File: src/core/sdc_pkg.sv
// What this block does
// [RULE_01] Host holds command-select high for the whole command-register write.
// [RULE_02] Register transfers happen only with command-select low; low means data transfer.
// [RULE_03] Host keeps command-select high through chip-select rising edge ending command.
// [RULE_04] During a command write the fault byte of status shifts out.
// [RULE_05] Later data transfers keep the last command's direction, bank and length.
// [RULE_06] Command bit 7: zero makes follow-on reads, one makes writes.
// [RULE_07] Host writes zeros into reserved command bits 6 and 5.
// [RULE_08] Command bits 4 to 1 address the register bank.
// [RULE_09] Command bit 0 set: 8-bit top-byte access; clear: full 32 bits.
// [RULE_10] Status bits 31 to 24 are per-channel on bits.
// [RULE_11] Status bits 23 to 16 hold fault masks and master frequency select.
// [RULE_12] Status bits 15 to 8 hold pair parallel or bridge configuration.
// [RULE_13] Status bits 7 to 0: seven read-only flags plus active bit, zero at reset.
// [RULE_14] Active bit low keeps the device idle with all outputs three-stated.
// [RULE_15] Undervoltage flag set at power-up, cleared by status read; blocks operation.
// [RULE_16] Summary flags set when any channel reports; own temperature and link-error flags.
// [RULE_17] Host checks returned fault byte; link-error code means redo programming.
// [RULE_18] Host init order: read status, write status, write configs, read status.
// [RULE_19] Each access is a command write then a data transfer.
// [RULE_20] Mode and side bits change only with channels off and triggers low.
// [RULE_21] Single-byte config top-byte write updates hold current at once.
// [RULE_22] Host toggles channels by single-byte write of status top byte.
// [RULE_23] Link is mode zero: sample on rising clock, clock idles low.
// [RULE_24] Link supports daisy chains at up to 5 MHz; the code takes only 8- or 32-clock frames and passes no data through.
// [RULE_25] Transfers shift MSB first; length 8 for command, 8 or 32 for data.
package sdc_pkg;
    localparam int SDC_NCH = 8;
    // Command field positions
    localparam int SDC_CMD_DIR_BIT = 7;
    localparam int SDC_CMD_BANK_HI = 4;
    localparam int SDC_CMD_BANK_LO = 1;
    localparam int SDC_CMD_SHORT_BIT = 0;
    // Bank addresses
    localparam logic [3:0] SDC_BANK_STATUS = 4'h0;
    localparam logic [3:0] SDC_BANK_CFG_FIRST = 4'h1;
    localparam logic [3:0] SDC_BANK_CFG_LAST = 4'h8;
    localparam logic [3:0] SDC_BANK_FAULT = 4'h9;
    // Status field positions
    localparam int SDC_ST_ON_LO = 24;
    localparam int SDC_ST_MASK_LO = 16;
    localparam int SDC_ST_PAIR_LO = 8;
    localparam int SDC_ST_ACTIVE_BIT = 0;
    // Flag bit positions inside the fault byte
    localparam int SDC_FL_OVT = 7;
    localparam int SDC_FL_OCP = 6;
    localparam int SDC_FL_OLF = 5;
    localparam int SDC_FL_HHF = 4;
    localparam int SDC_FL_DPM = 3;
    localparam int SDC_FL_COM = 2;
    localparam int SDC_FL_UVM = 1;
    // Reset values
    localparam logic [31:0] SDC_STATUS_RST = 32'h0000_0002;
    localparam logic [31:0] SDC_CFG_RST = 32'h0000_0000;
    // Config low-byte bits that may change only when idle
    localparam logic [31:0] SDC_CFG_LOCK_MASK = 32'h0000_0003;
    localparam int SDC_LEN_CMD = 8;
    localparam int SDC_LEN_SHORT = 8;
    localparam int SDC_LEN_LONG = 32;

    // Latched command
    typedef struct packed {
        logic write;
        logic [3:0] bank;
        logic short_xfer;
    } sdc_cmd_t;

    // Per-channel fault reports from the analogue side
    typedef struct packed {
        logic [SDC_NCH-1:0] overcurrent_flag;
        logic [SDC_NCH-1:0] open_load_flag;
        logic [SDC_NCH-1:0] hit_not_reached_flag;
        logic [SDC_NCH-1:0] plunger_movement_flag;
    } sdc_fault_t;
endpackage

File: src/core/sdc_top.sv
`timescale 1ns/1ps
`default_nettype none
module sdc_top #(
    parameter int NCH = sdc_pkg::SDC_NCH
) (
    // Clock and reset
    input wire logic clk,
    input wire logic rst_n,
    // Serial link pins
    input wire logic link_sck,
    input wire logic chip_select_bar,
    input wire logic cmd_select,
    input wire logic link_sdi,
    output logic link_sdo,
    output logic link_sdo_oe,
    // Fault sources and trigger inputs
    input wire sdc_pkg::sdc_fault_t chan_faults,
    input wire logic overtemp_in,
    input wire logic undervoltage_in,
    input wire logic trigger_input_a,
    input wire logic trigger_input_b,
    // Drive side
    output logic [NCH-1:0] channel_enable,
    output logic outputs_hiz,
    output logic [7:0] fault_mask,
    output logic [7:0] pair_config,
    output logic [NCH*32-1:0] channel_config,
    output logic fault_indicator_pin
);
    import sdc_pkg::*;

    // Elaboration guard: bank decode, fault byte and fault view assume eight channels
    if (NCH != 8) begin : g_nch_check
        $error("sdc_top supports eight channels only");
    end

    // Two-flop synchronisers on all link pins
    // Clock, select, command and data pass together, so their order is kept
    // Each link clock level must last a few system clocks; at 100 MHz this
    // leaves ample margin over the daisy-chain link rate
    logic [3:0] s1_r, s2_r;
    logic sck_d_r;
    always_ff @(posedge clk or negedge rst_n) begin
        if (!rst_n) begin
            // Preset to idle pins: clock low, deselected, data frame
            // Avoids a false clock edge straight after reset
            s1_r <= 4'h4;
            s2_r <= 4'h4;
            sck_d_r <= 1'b0;
        end else begin
            s1_r <= {link_sck, chip_select_bar, cmd_select, link_sdi}; // [RULE_24]
            s2_r <= s1_r;
            sck_d_r <= s2_r[3];
        end
    end
    wire sck_s = s2_r[3];
    wire csb_s = s2_r[2];
    wire cmd_s = s2_r[1];
    wire sdi_s = s2_r[0];

    // Chip-select edges and link clock edges
    // Clock edges count only inside a frame, so a host that leaves the
    // clock running between frames shifts nothing
    logic csb_d_r;
    always_ff @(posedge clk or negedge rst_n) begin
        if (!rst_n) begin
            csb_d_r <= 1'b1;
        end else begin
            csb_d_r <= csb_s;
        end
    end
    wire frame_start = csb_d_r & ~csb_s;
    wire frame_end = ~csb_d_r & csb_s;
    wire sck_rise = ~sck_d_r & sck_s & ~csb_s; // [RULE_23]
    wire sck_fall = sck_d_r & ~sck_s & ~csb_s;

    // Frame state
    logic [31:0] rx_r;
    logic [31:0] tx_r;
    logic [5:0] cnt_r;
    logic cmd_frame_r;
    logic cmd_drop_r;
    sdc_cmd_t cmd_r;
    logic cmd_valid_r;

    // Expected length for this frame
    // A frame of any other length is dropped, and flagged as a link error if it had at least one clock
    wire [5:0] data_len = cmd_r.short_xfer ? 6'(SDC_LEN_SHORT) : 6'(SDC_LEN_LONG); // [RULE_09]
    wire [5:0] frame_len = cmd_frame_r ? 6'(SDC_LEN_CMD) : data_len; // [RULE_25]
    wire len_ok = (cnt_r == frame_len);

    // Register storage
    logic [31:0] status_r;
    logic [31:0] cfg_r [NCH];
    logic ocp_seen_r, olf_seen_r, hhf_seen_r, dpm_seen_r, ovt_seen_r, com_r;
    logic [NCH-1:0] fault_ocp_r, fault_olf_r, fault_hhf_r, fault_dpm_r;

    // Bank decode
    // Unmapped banks read as zero and ignore writes
    wire bank_is_status = (cmd_r.bank == SDC_BANK_STATUS);
    wire bank_is_cfg = (cmd_r.bank >= SDC_BANK_CFG_FIRST) && (cmd_r.bank <= SDC_BANK_CFG_LAST);
    wire bank_is_fault = (cmd_r.bank == SDC_BANK_FAULT);
    wire [2:0] cfg_idx = 3'(cmd_r.bank - SDC_BANK_CFG_FIRST);
    wire [7:0] flag_byte = {ovt_seen_r, ocp_seen_r, olf_seen_r, hhf_seen_r, dpm_seen_r, com_r,
                            status_r[SDC_FL_UVM], status_r[SDC_ST_ACTIVE_BIT]};
    wire [31:0] status_view = {status_r[31:8], flag_byte};
    wire [31:0] fault_view = {fault_ocp_r, fault_hhf_r, fault_olf_r, fault_dpm_r};
    wire [31:0] read_word = bank_is_status ? status_view :
                            bank_is_cfg ? cfg_r[cfg_idx] :
                            bank_is_fault ? fault_view : 32'h0000_0000;
    // Short reads present the top byte first on the wire
    wire [31:0] load_word = cmd_s ? {flag_byte, 24'h00_0000} : read_word; // [RULE_04]

    // Completed transfers
    // Registers change only once chip select has risen on a clean frame,
    // so a frame cut short never leaves a register half written
    wire good_end = frame_end & ~cmd_drop_r & len_ok;
    wire cmd_done = good_end & cmd_frame_r; // [RULE_03]
    wire data_done = good_end & ~cmd_frame_r & cmd_valid_r; // [RULE_02]
    wire bad_end = frame_end & (cmd_drop_r | ~len_ok) & (cnt_r != 6'h00);
    wire wr_done = data_done & cmd_r.write; // [RULE_06]
    wire rd_done = data_done & ~cmd_r.write;
    // Short writes reach only the top byte
    wire [31:0] wr_mask = cmd_r.short_xfer ? 32'hff00_0000 : 32'hffff_ffff;
    wire [31:0] wr_word = cmd_r.short_xfer ? {rx_r[7:0], 24'h00_0000} : rx_r;

    // Idle condition that unlocks mode and side bits
    // Only those two bits are held; the rest of the bank still lands
    wire all_off = (status_r[31:24] == 8'h00) & ~trigger_input_a & ~trigger_input_b; // [RULE_20]
    wire [31:0] cfg_keep = all_off ? wr_mask : (wr_mask & ~SDC_CFG_LOCK_MASK);

    // Shift engine: sample on rise, launch on fall
    // Read data loads at the chip-select fall, so the first bit is on the
    // line before the first rising clock edge, as mode zero needs
    always_ff @(posedge clk or negedge rst_n) begin
        if (!rst_n) begin
            rx_r <= 32'h0000_0000;
            tx_r <= 32'h0000_0000;
            cnt_r <= 6'h00;
            cmd_frame_r <= 1'b0;
            cmd_drop_r <= 1'b0;
        end else if (frame_start) begin
            cnt_r <= 6'h00;
            cmd_frame_r <= cmd_s;
            cmd_drop_r <= 1'b0;
            tx_r <= load_word;
        end else begin
            if (sck_rise) begin
                rx_r <= {rx_r[30:0], sdi_s}; // [RULE_25]
                if (cnt_r != 6'h3f) begin
                    cnt_r <= cnt_r + 6'h01;
                end
            end
            if (sck_fall) begin
                tx_r <= {tx_r[30:0], 1'b0};
            end
            // Command-select must stay constant over the frame
            if (!csb_s && (cmd_s != cmd_frame_r)) begin
                cmd_drop_r <= 1'b1; // [RULE_01]
            end
        end
    end

    // Command register
    // A refused command frame leaves the previous command in force
    always_ff @(posedge clk or negedge rst_n) begin
        if (!rst_n) begin
            cmd_r <= '0;
            cmd_valid_r <= 1'b0;
        end else if (cmd_done) begin
            cmd_r.write <= rx_r[SDC_CMD_DIR_BIT]; // [RULE_06]
            cmd_r.bank <= rx_r[SDC_CMD_BANK_HI:SDC_CMD_BANK_LO]; // [RULE_08]
            cmd_r.short_xfer <= rx_r[SDC_CMD_SHORT_BIT]; // [RULE_09]
            cmd_valid_r <= 1'b1; // [RULE_05]
        end
    end

    // Status register, control fields
    // Short writes reach only the on bits; the active bit needs a full write
    always_ff @(posedge clk or negedge rst_n) begin
        if (!rst_n) begin
            status_r <= SDC_STATUS_RST; // [RULE_13]
        end else begin
            if (wr_done && bank_is_status) begin
                status_r[31:8] <= (status_r[31:8] & ~wr_mask[31:8]) | (wr_word[31:8] & wr_mask[31:8]); // [RULE_10]
                if (!cmd_r.short_xfer) begin
                    status_r[SDC_ST_ACTIVE_BIT] <= wr_word[SDC_ST_ACTIVE_BIT]; // [RULE_13]
                end
            end
            // Set beats clear: a live undervoltage holds the flag
            if (undervoltage_in) begin
                status_r[SDC_FL_UVM] <= 1'b1;
            end else if (rd_done && bank_is_status) begin
                status_r[SDC_FL_UVM] <= 1'b0; // [RULE_15]
            end
            // Overcurrent drops the channel on bit
            for (int i = 0; i < NCH; i++) begin
                if (chan_faults.overcurrent_flag[i]) begin
                    status_r[SDC_ST_ON_LO + i] <= 1'b0;
                end
            end
        end
    end

    // Configuration banks
    // A short write changes only the top byte, even while the channel holds
    always_ff @(posedge clk or negedge rst_n) begin
        if (!rst_n) begin
            for (int i = 0; i < NCH; i++) begin
                cfg_r[i] <= SDC_CFG_RST;
            end
        end else if (wr_done && bank_is_cfg) begin
            cfg_r[cfg_idx] <= (cfg_r[cfg_idx] & ~cfg_keep) | (wr_word & cfg_keep); // [RULE_21]
        end
    end

    // Summary flags: sticky, set wins over the read clear
    wire st_read = rd_done & bank_is_status;
    wire ft_read = rd_done & bank_is_fault;
    always_ff @(posedge clk or negedge rst_n) begin
        if (!rst_n) begin
            ocp_seen_r <= 1'b0;
            olf_seen_r <= 1'b0;
            hhf_seen_r <= 1'b0;
            dpm_seen_r <= 1'b0;
            ovt_seen_r <= 1'b0;
            com_r <= 1'b0;
        end else begin
            ocp_seen_r <= (|chan_faults.overcurrent_flag) | (ocp_seen_r & ~st_read & ~ft_read); // [RULE_16]
            olf_seen_r <= (|chan_faults.open_load_flag) | (olf_seen_r & ~st_read & ~ft_read);
            hhf_seen_r <= (|chan_faults.hit_not_reached_flag) | (hhf_seen_r & ~st_read & ~ft_read);
            dpm_seen_r <= (|chan_faults.plunger_movement_flag) | (dpm_seen_r & ~st_read & ~ft_read);
            ovt_seen_r <= overtemp_in | (ovt_seen_r & ~st_read);
            // Malformed frames and data before any command are link errors
            com_r <= bad_end | (good_end & ~cmd_frame_r & ~cmd_valid_r) | (com_r & ~st_read);
        end
    end

    // Per-channel fault detail, cleared by a fault-bank read
    always_ff @(posedge clk or negedge rst_n) begin
        if (!rst_n) begin
            fault_ocp_r <= '0;
            fault_olf_r <= '0;
            fault_hhf_r <= '0;
            fault_dpm_r <= '0;
        end else begin
            fault_ocp_r <= chan_faults.overcurrent_flag | (fault_ocp_r & {NCH{~ft_read}});
            fault_olf_r <= chan_faults.open_load_flag | (fault_olf_r & {NCH{~ft_read}});
            fault_hhf_r <= chan_faults.hit_not_reached_flag | (fault_hhf_r & {NCH{~ft_read}});
            fault_dpm_r <= chan_faults.plunger_movement_flag | (fault_dpm_r & {NCH{~ft_read}});
        end
    end

    // Drive enables: inactive or undervoltage pending keeps everything off
    // Registered so the drive side never sees a glitch from the decode
    wire run_ok = status_r[SDC_ST_ACTIVE_BIT] & ~status_r[SDC_FL_UVM]; // [RULE_14]
    // Link error is never routed to the fault pin
    wire [6:0] raw_flags = {ovt_seen_r, ocp_seen_r, olf_seen_r, hhf_seen_r, dpm_seen_r, 1'b0,
                            status_r[SDC_FL_UVM]};
    wire [6:0] mask_bits = status_r[SDC_ST_MASK_LO +: 7];
    wire fault_any = |(raw_flags & ~mask_bits);
    genvar g;
    generate
        for (g = 0; g < NCH; g++) begin : g_cfg
            always_comb channel_config[g*32 +: 32] = cfg_r[g];
        end
    endgenerate
    always_ff @(posedge clk or negedge rst_n) begin
        if (!rst_n) begin
            channel_enable <= '0;
            outputs_hiz <= 1'b1;
            fault_indicator_pin <= 1'b1;
        end else begin
            channel_enable <= run_ok ? status_r[31:24] : '0; // [RULE_10]
            outputs_hiz <= ~run_ok; // [RULE_14]
            fault_indicator_pin <= ~fault_any;
        end
    end
    assign fault_mask = status_r[23:16]; // [RULE_11]
    assign pair_config = status_r[15:8]; // [RULE_12]
    // Output drives only inside a frame so chained parts share the line
    assign link_sdo = tx_r[31];
    assign link_sdo_oe = ~csb_s;
endmodule
`default_nettype wire

File: config.mk
export PLATFORM = sky130hd
export DESIGN_NAME = sdc_top
export DESIGN_NICKNAME = d
export VERILOG_FILES = /design/src/core/sdc_pkg.sv /design/src/core/sdc_top.sv
export SDC_FILE = /design/constraint.sdc
export NUM_CORES = 1
export LEC_CHECK = 0
export BUFFER_PORTS_ARGS = -buffer_cell sky130_fd_sc_hd__buf_2
export CORE_AREA = 2 2 266 268
export DETAILED_ROUTE_END_ITERATION = 7
export DIE_AREA = 0 0 268 270
export PLACE_DENSITY = 0.56
export SYNTH_ARGS = -nofsm -noshare
export SYNTH_HDL_FRONTEND = slang
export SYNTH_SLANG_ARGS = --single-unit
File: constraint.sdc
create_clock -name clk -period 6.8 [get_ports clk]
set_input_delay 0.34 -clock clk [delete_from_list [all_inputs] [get_ports clk]]
set_output_delay 0.34 -clock clk [all_outputs]
set_load 0.03 [all_outputs]
==> out/summary.txt <==
Htree depth - 2
Routed vias - 16760
Sequential area share after synthesis - 54.37%
Grt total ovfl - 0
DIE AREA - 72360 um^2
Status - finished, final reports clean
Sw Pwr - 1.349 mW
Crit path launch type - flip-flop
Worst R2R Start - cmd_r[1]
Worst hold path depth - 0
Largest net degree at the start of global routing - 125
Drt pass-1 iters - 6
Post-route insts no fill - 3148
Worst rel slew slack - 12.02%
Max cap viols - 0
Synth top area share - 53.56%
Syn. warnings - 0
Postcts setup bufs - 0
I/O pin total - 326
Number of diodes - 0
Highest Signal Layer - met4
Dpl cells - 3016
Slew @ Worst Pin - 1.301 ns
Combinational share of power - 4.3%
Worst hold path endpoint - s2_r[3]
Post-synth top flop - dfrtp_1
R2R cell count - 9
Worst R2R End - channel_config[82]
Row count - 97
Area of the mapped netlist - 19300 um^2
Hold Startpoint - s1_r[3]
Wl on met1 - 30930 um
Syn nets - 1914
Synth top cells by count - 413 x dfrtp_1, 341 x nand2_1, 150 x o21ai_0
Hpwl dp - 55680 um
Met2 wire len - 38100 um
Pwr Density - 238.1 nW/um^2
Vias in the first global route - 16740
Die W - 268 um
Routability Congestion - 0.8889
Nets - 2213
Final hold viol count - 0
Crit path required time - 7.25 ns
#FFs+latches synth - 419
EDFF count, synth - 0
Cell accounting for the most synthesized area - dfrtp_1
Max clock buf depth - 3
Int Power - 4.358 mW
CTS tree - built
Synth area leaders - dfrtp_1 54%, nand2_1 6.6%, o31ai_1 5.0%
Routed WL - 77720 um
Antenna violations before repair - 0
Final WS setup - 1.927 ns
Worst slack, placed - 2.055 ns
Detailed Route Iter0 Violations - 1532
Clk sinks - 419
Leak pwr - 10.69 nW
Util after Layout - 34.48%
Count leader, synth - dfrtp_1
Final setup viols - 0
Synth-to-Final Area Change - 24.24%
Final setup TNS - 0 ns
Starting density of the core - 27.75%
VDD IR max - 0.1824 mV
Total Routing Usage GR - 21.20%
WP data arrival - 5.32 ns
Tmin final - 4.873 ns
Final ANT Viol Nets - 0
R2r setup slk - 1.93 ns
Distinct cells, synth - 65
Sw Ratio - 23.64%
Post-Syn Instances - 1868
Avg Inst Size Synth - 10.33 um^2
# port buffers - 325
Clk_skew - 0.03636 ns
Setup CP Type - reg2reg
Clock transition at path regs - 0.06 ns
Pins Over Slew Limit - 0
Root Buffer - clkbuf_16
Clock power frac - 50.1%
Seq pwr share - 45.6%
RSZ-0062 raised after global routing - no
# DRC - 0
Ys async rst share - 100.0%
DR WL met3 - 6009 um
Worst Setup End Kind - flip-flop
Max Fclk - 205.2 MHz
Routed len/inst - 24.69 um
Worst-path fanout max - 43
Chip Height - 270 um
Vias/cell - 5.323
Worst Hold Class - reg2reg
CTS Buf Count - 50
Clock Latency Late Sink - 0.62 ns
Share of post-route cells with drive strength above 1 - 26.54%
Period utilization - 71.66%
First-pass GRT wire length - 114700 um
Core area - 69540 um^2
[per-layer routing]
layer | global-route usage (%) | vias up
met5 | 0 | -
li1 | - | 7399
met3 | 5.060 | 122
met1 | 26.35 | 8558
met2 | 35.70 | 677
met4 | 7.483 | 0
[layout make-up]
type	instances	area, um^2
clock inverter	20	264.0
fill	7040	45570
clock buffer	73	1499
sequential	419	10500
multi-input combinational	1280	8165
timing repair buffer	401	2317
inverter	15	56.30
tap	940	1176
[per-stage QoR]
step | instance area (um^2) | power [mW] | hold WS, ns
2_1_floorplan | 19300 | 2.745 | 0.04441
3_3_place_gp | 21820 | 2.862 | 0.3392
3_5_place_dp | 21820 | 2.873 | 0.3365
4_1_cts | 23970 | 5.751 | 0.3486
5_1_grt | 23980 | 5.898 | 0.3595
6_report | 23980 | 5.708 | 0.3481
[worst max-delay path by stage]
stage | cells past startpoint | end | startpoint | slack (ns)
floorplan | 11 | channel_config[114] | cmd_r[1] | 3.61
global placement | 8 | channel_config[148] | cmd_r[1] | 2.11
detailed placement | 9 | channel_config[148] | cmd_r[1] | 2.06
CTS | 8 | channel_config[148] | cmd_r[1] | 2.02
global route | 8 | channel_config[225] | cmd_r[1] | 1.70
finish | 9 | channel_config[82] | cmd_r[1] | 1.93
[worst max-delay path, cell delays in order, from the launching register on]
cell,delay (ns)
dfrtp_4,0.84
inv_1,0.58
ha_4,0.61
buf_4,0.35
inv_1,0.12
buf_4,0.43
nor3_1,0.16
or3_1,0.41
nor3b_1,0.95
o31ai_1,0.21
[power by group through the flow]
stage               Clock (mW)  Sequential (mW)  Combinational [mW]
finish                    2.86             2.60               0.247
detailed placement           0             2.64               0.230
global placement             0             2.64               0.221
CTS                       2.90             2.60               0.250
floorplan                    0             2.62               0.124
global route              3.02             2.60               0.277
[cells by family after synthesis]
kind of cell	synth area share (%)
adder cells (fa/ha/maj)	0.2594
AO/OA/AOI/OAI	17.18
XOR/XNOR	0.3631
multiplexers	9.603
AND/OR/NAND/NOR	14.55
buffers and inverters	3.670
flip-flops	54.37
[layout by cell type, fill, tap and decap left out, drive strengths merged, types with 15 or more instances in the layout]
cell         count
a21o            37
nor2            38
mux2i           67
o21ai          156
dlygate4sd3     39
inv             17
clkbuf          73
and3            25
nand3           64
buf            362
nand2          341
a31oi           35
mux2            83
nor3            28
a21oi           66
dfrtp          413
o31ai          128
nor2b           15
[registers in the layout, summed over array words and instances (netlist names), 2 cells and up, named ones only]
signal          flops
cmd_r               6
fault_ocp_r         8
rx_r               32
s2_r                4
fault_olf_r         8
status_r            8
fault_dpm_r         8
channel_enable      8
fault_hhf_r         8
tx_r               32
s1_r                4
cnt_r               6
channel_config    256
flag_byte           2
[what timing repair did]
item | 4_1_cts | 5_1_grt
endpoints found under the hold margin | 153 | 0
hold buffers | 39 | 0
gates resized for setup | 0 | 0
(Power assumes the default switching activity.)
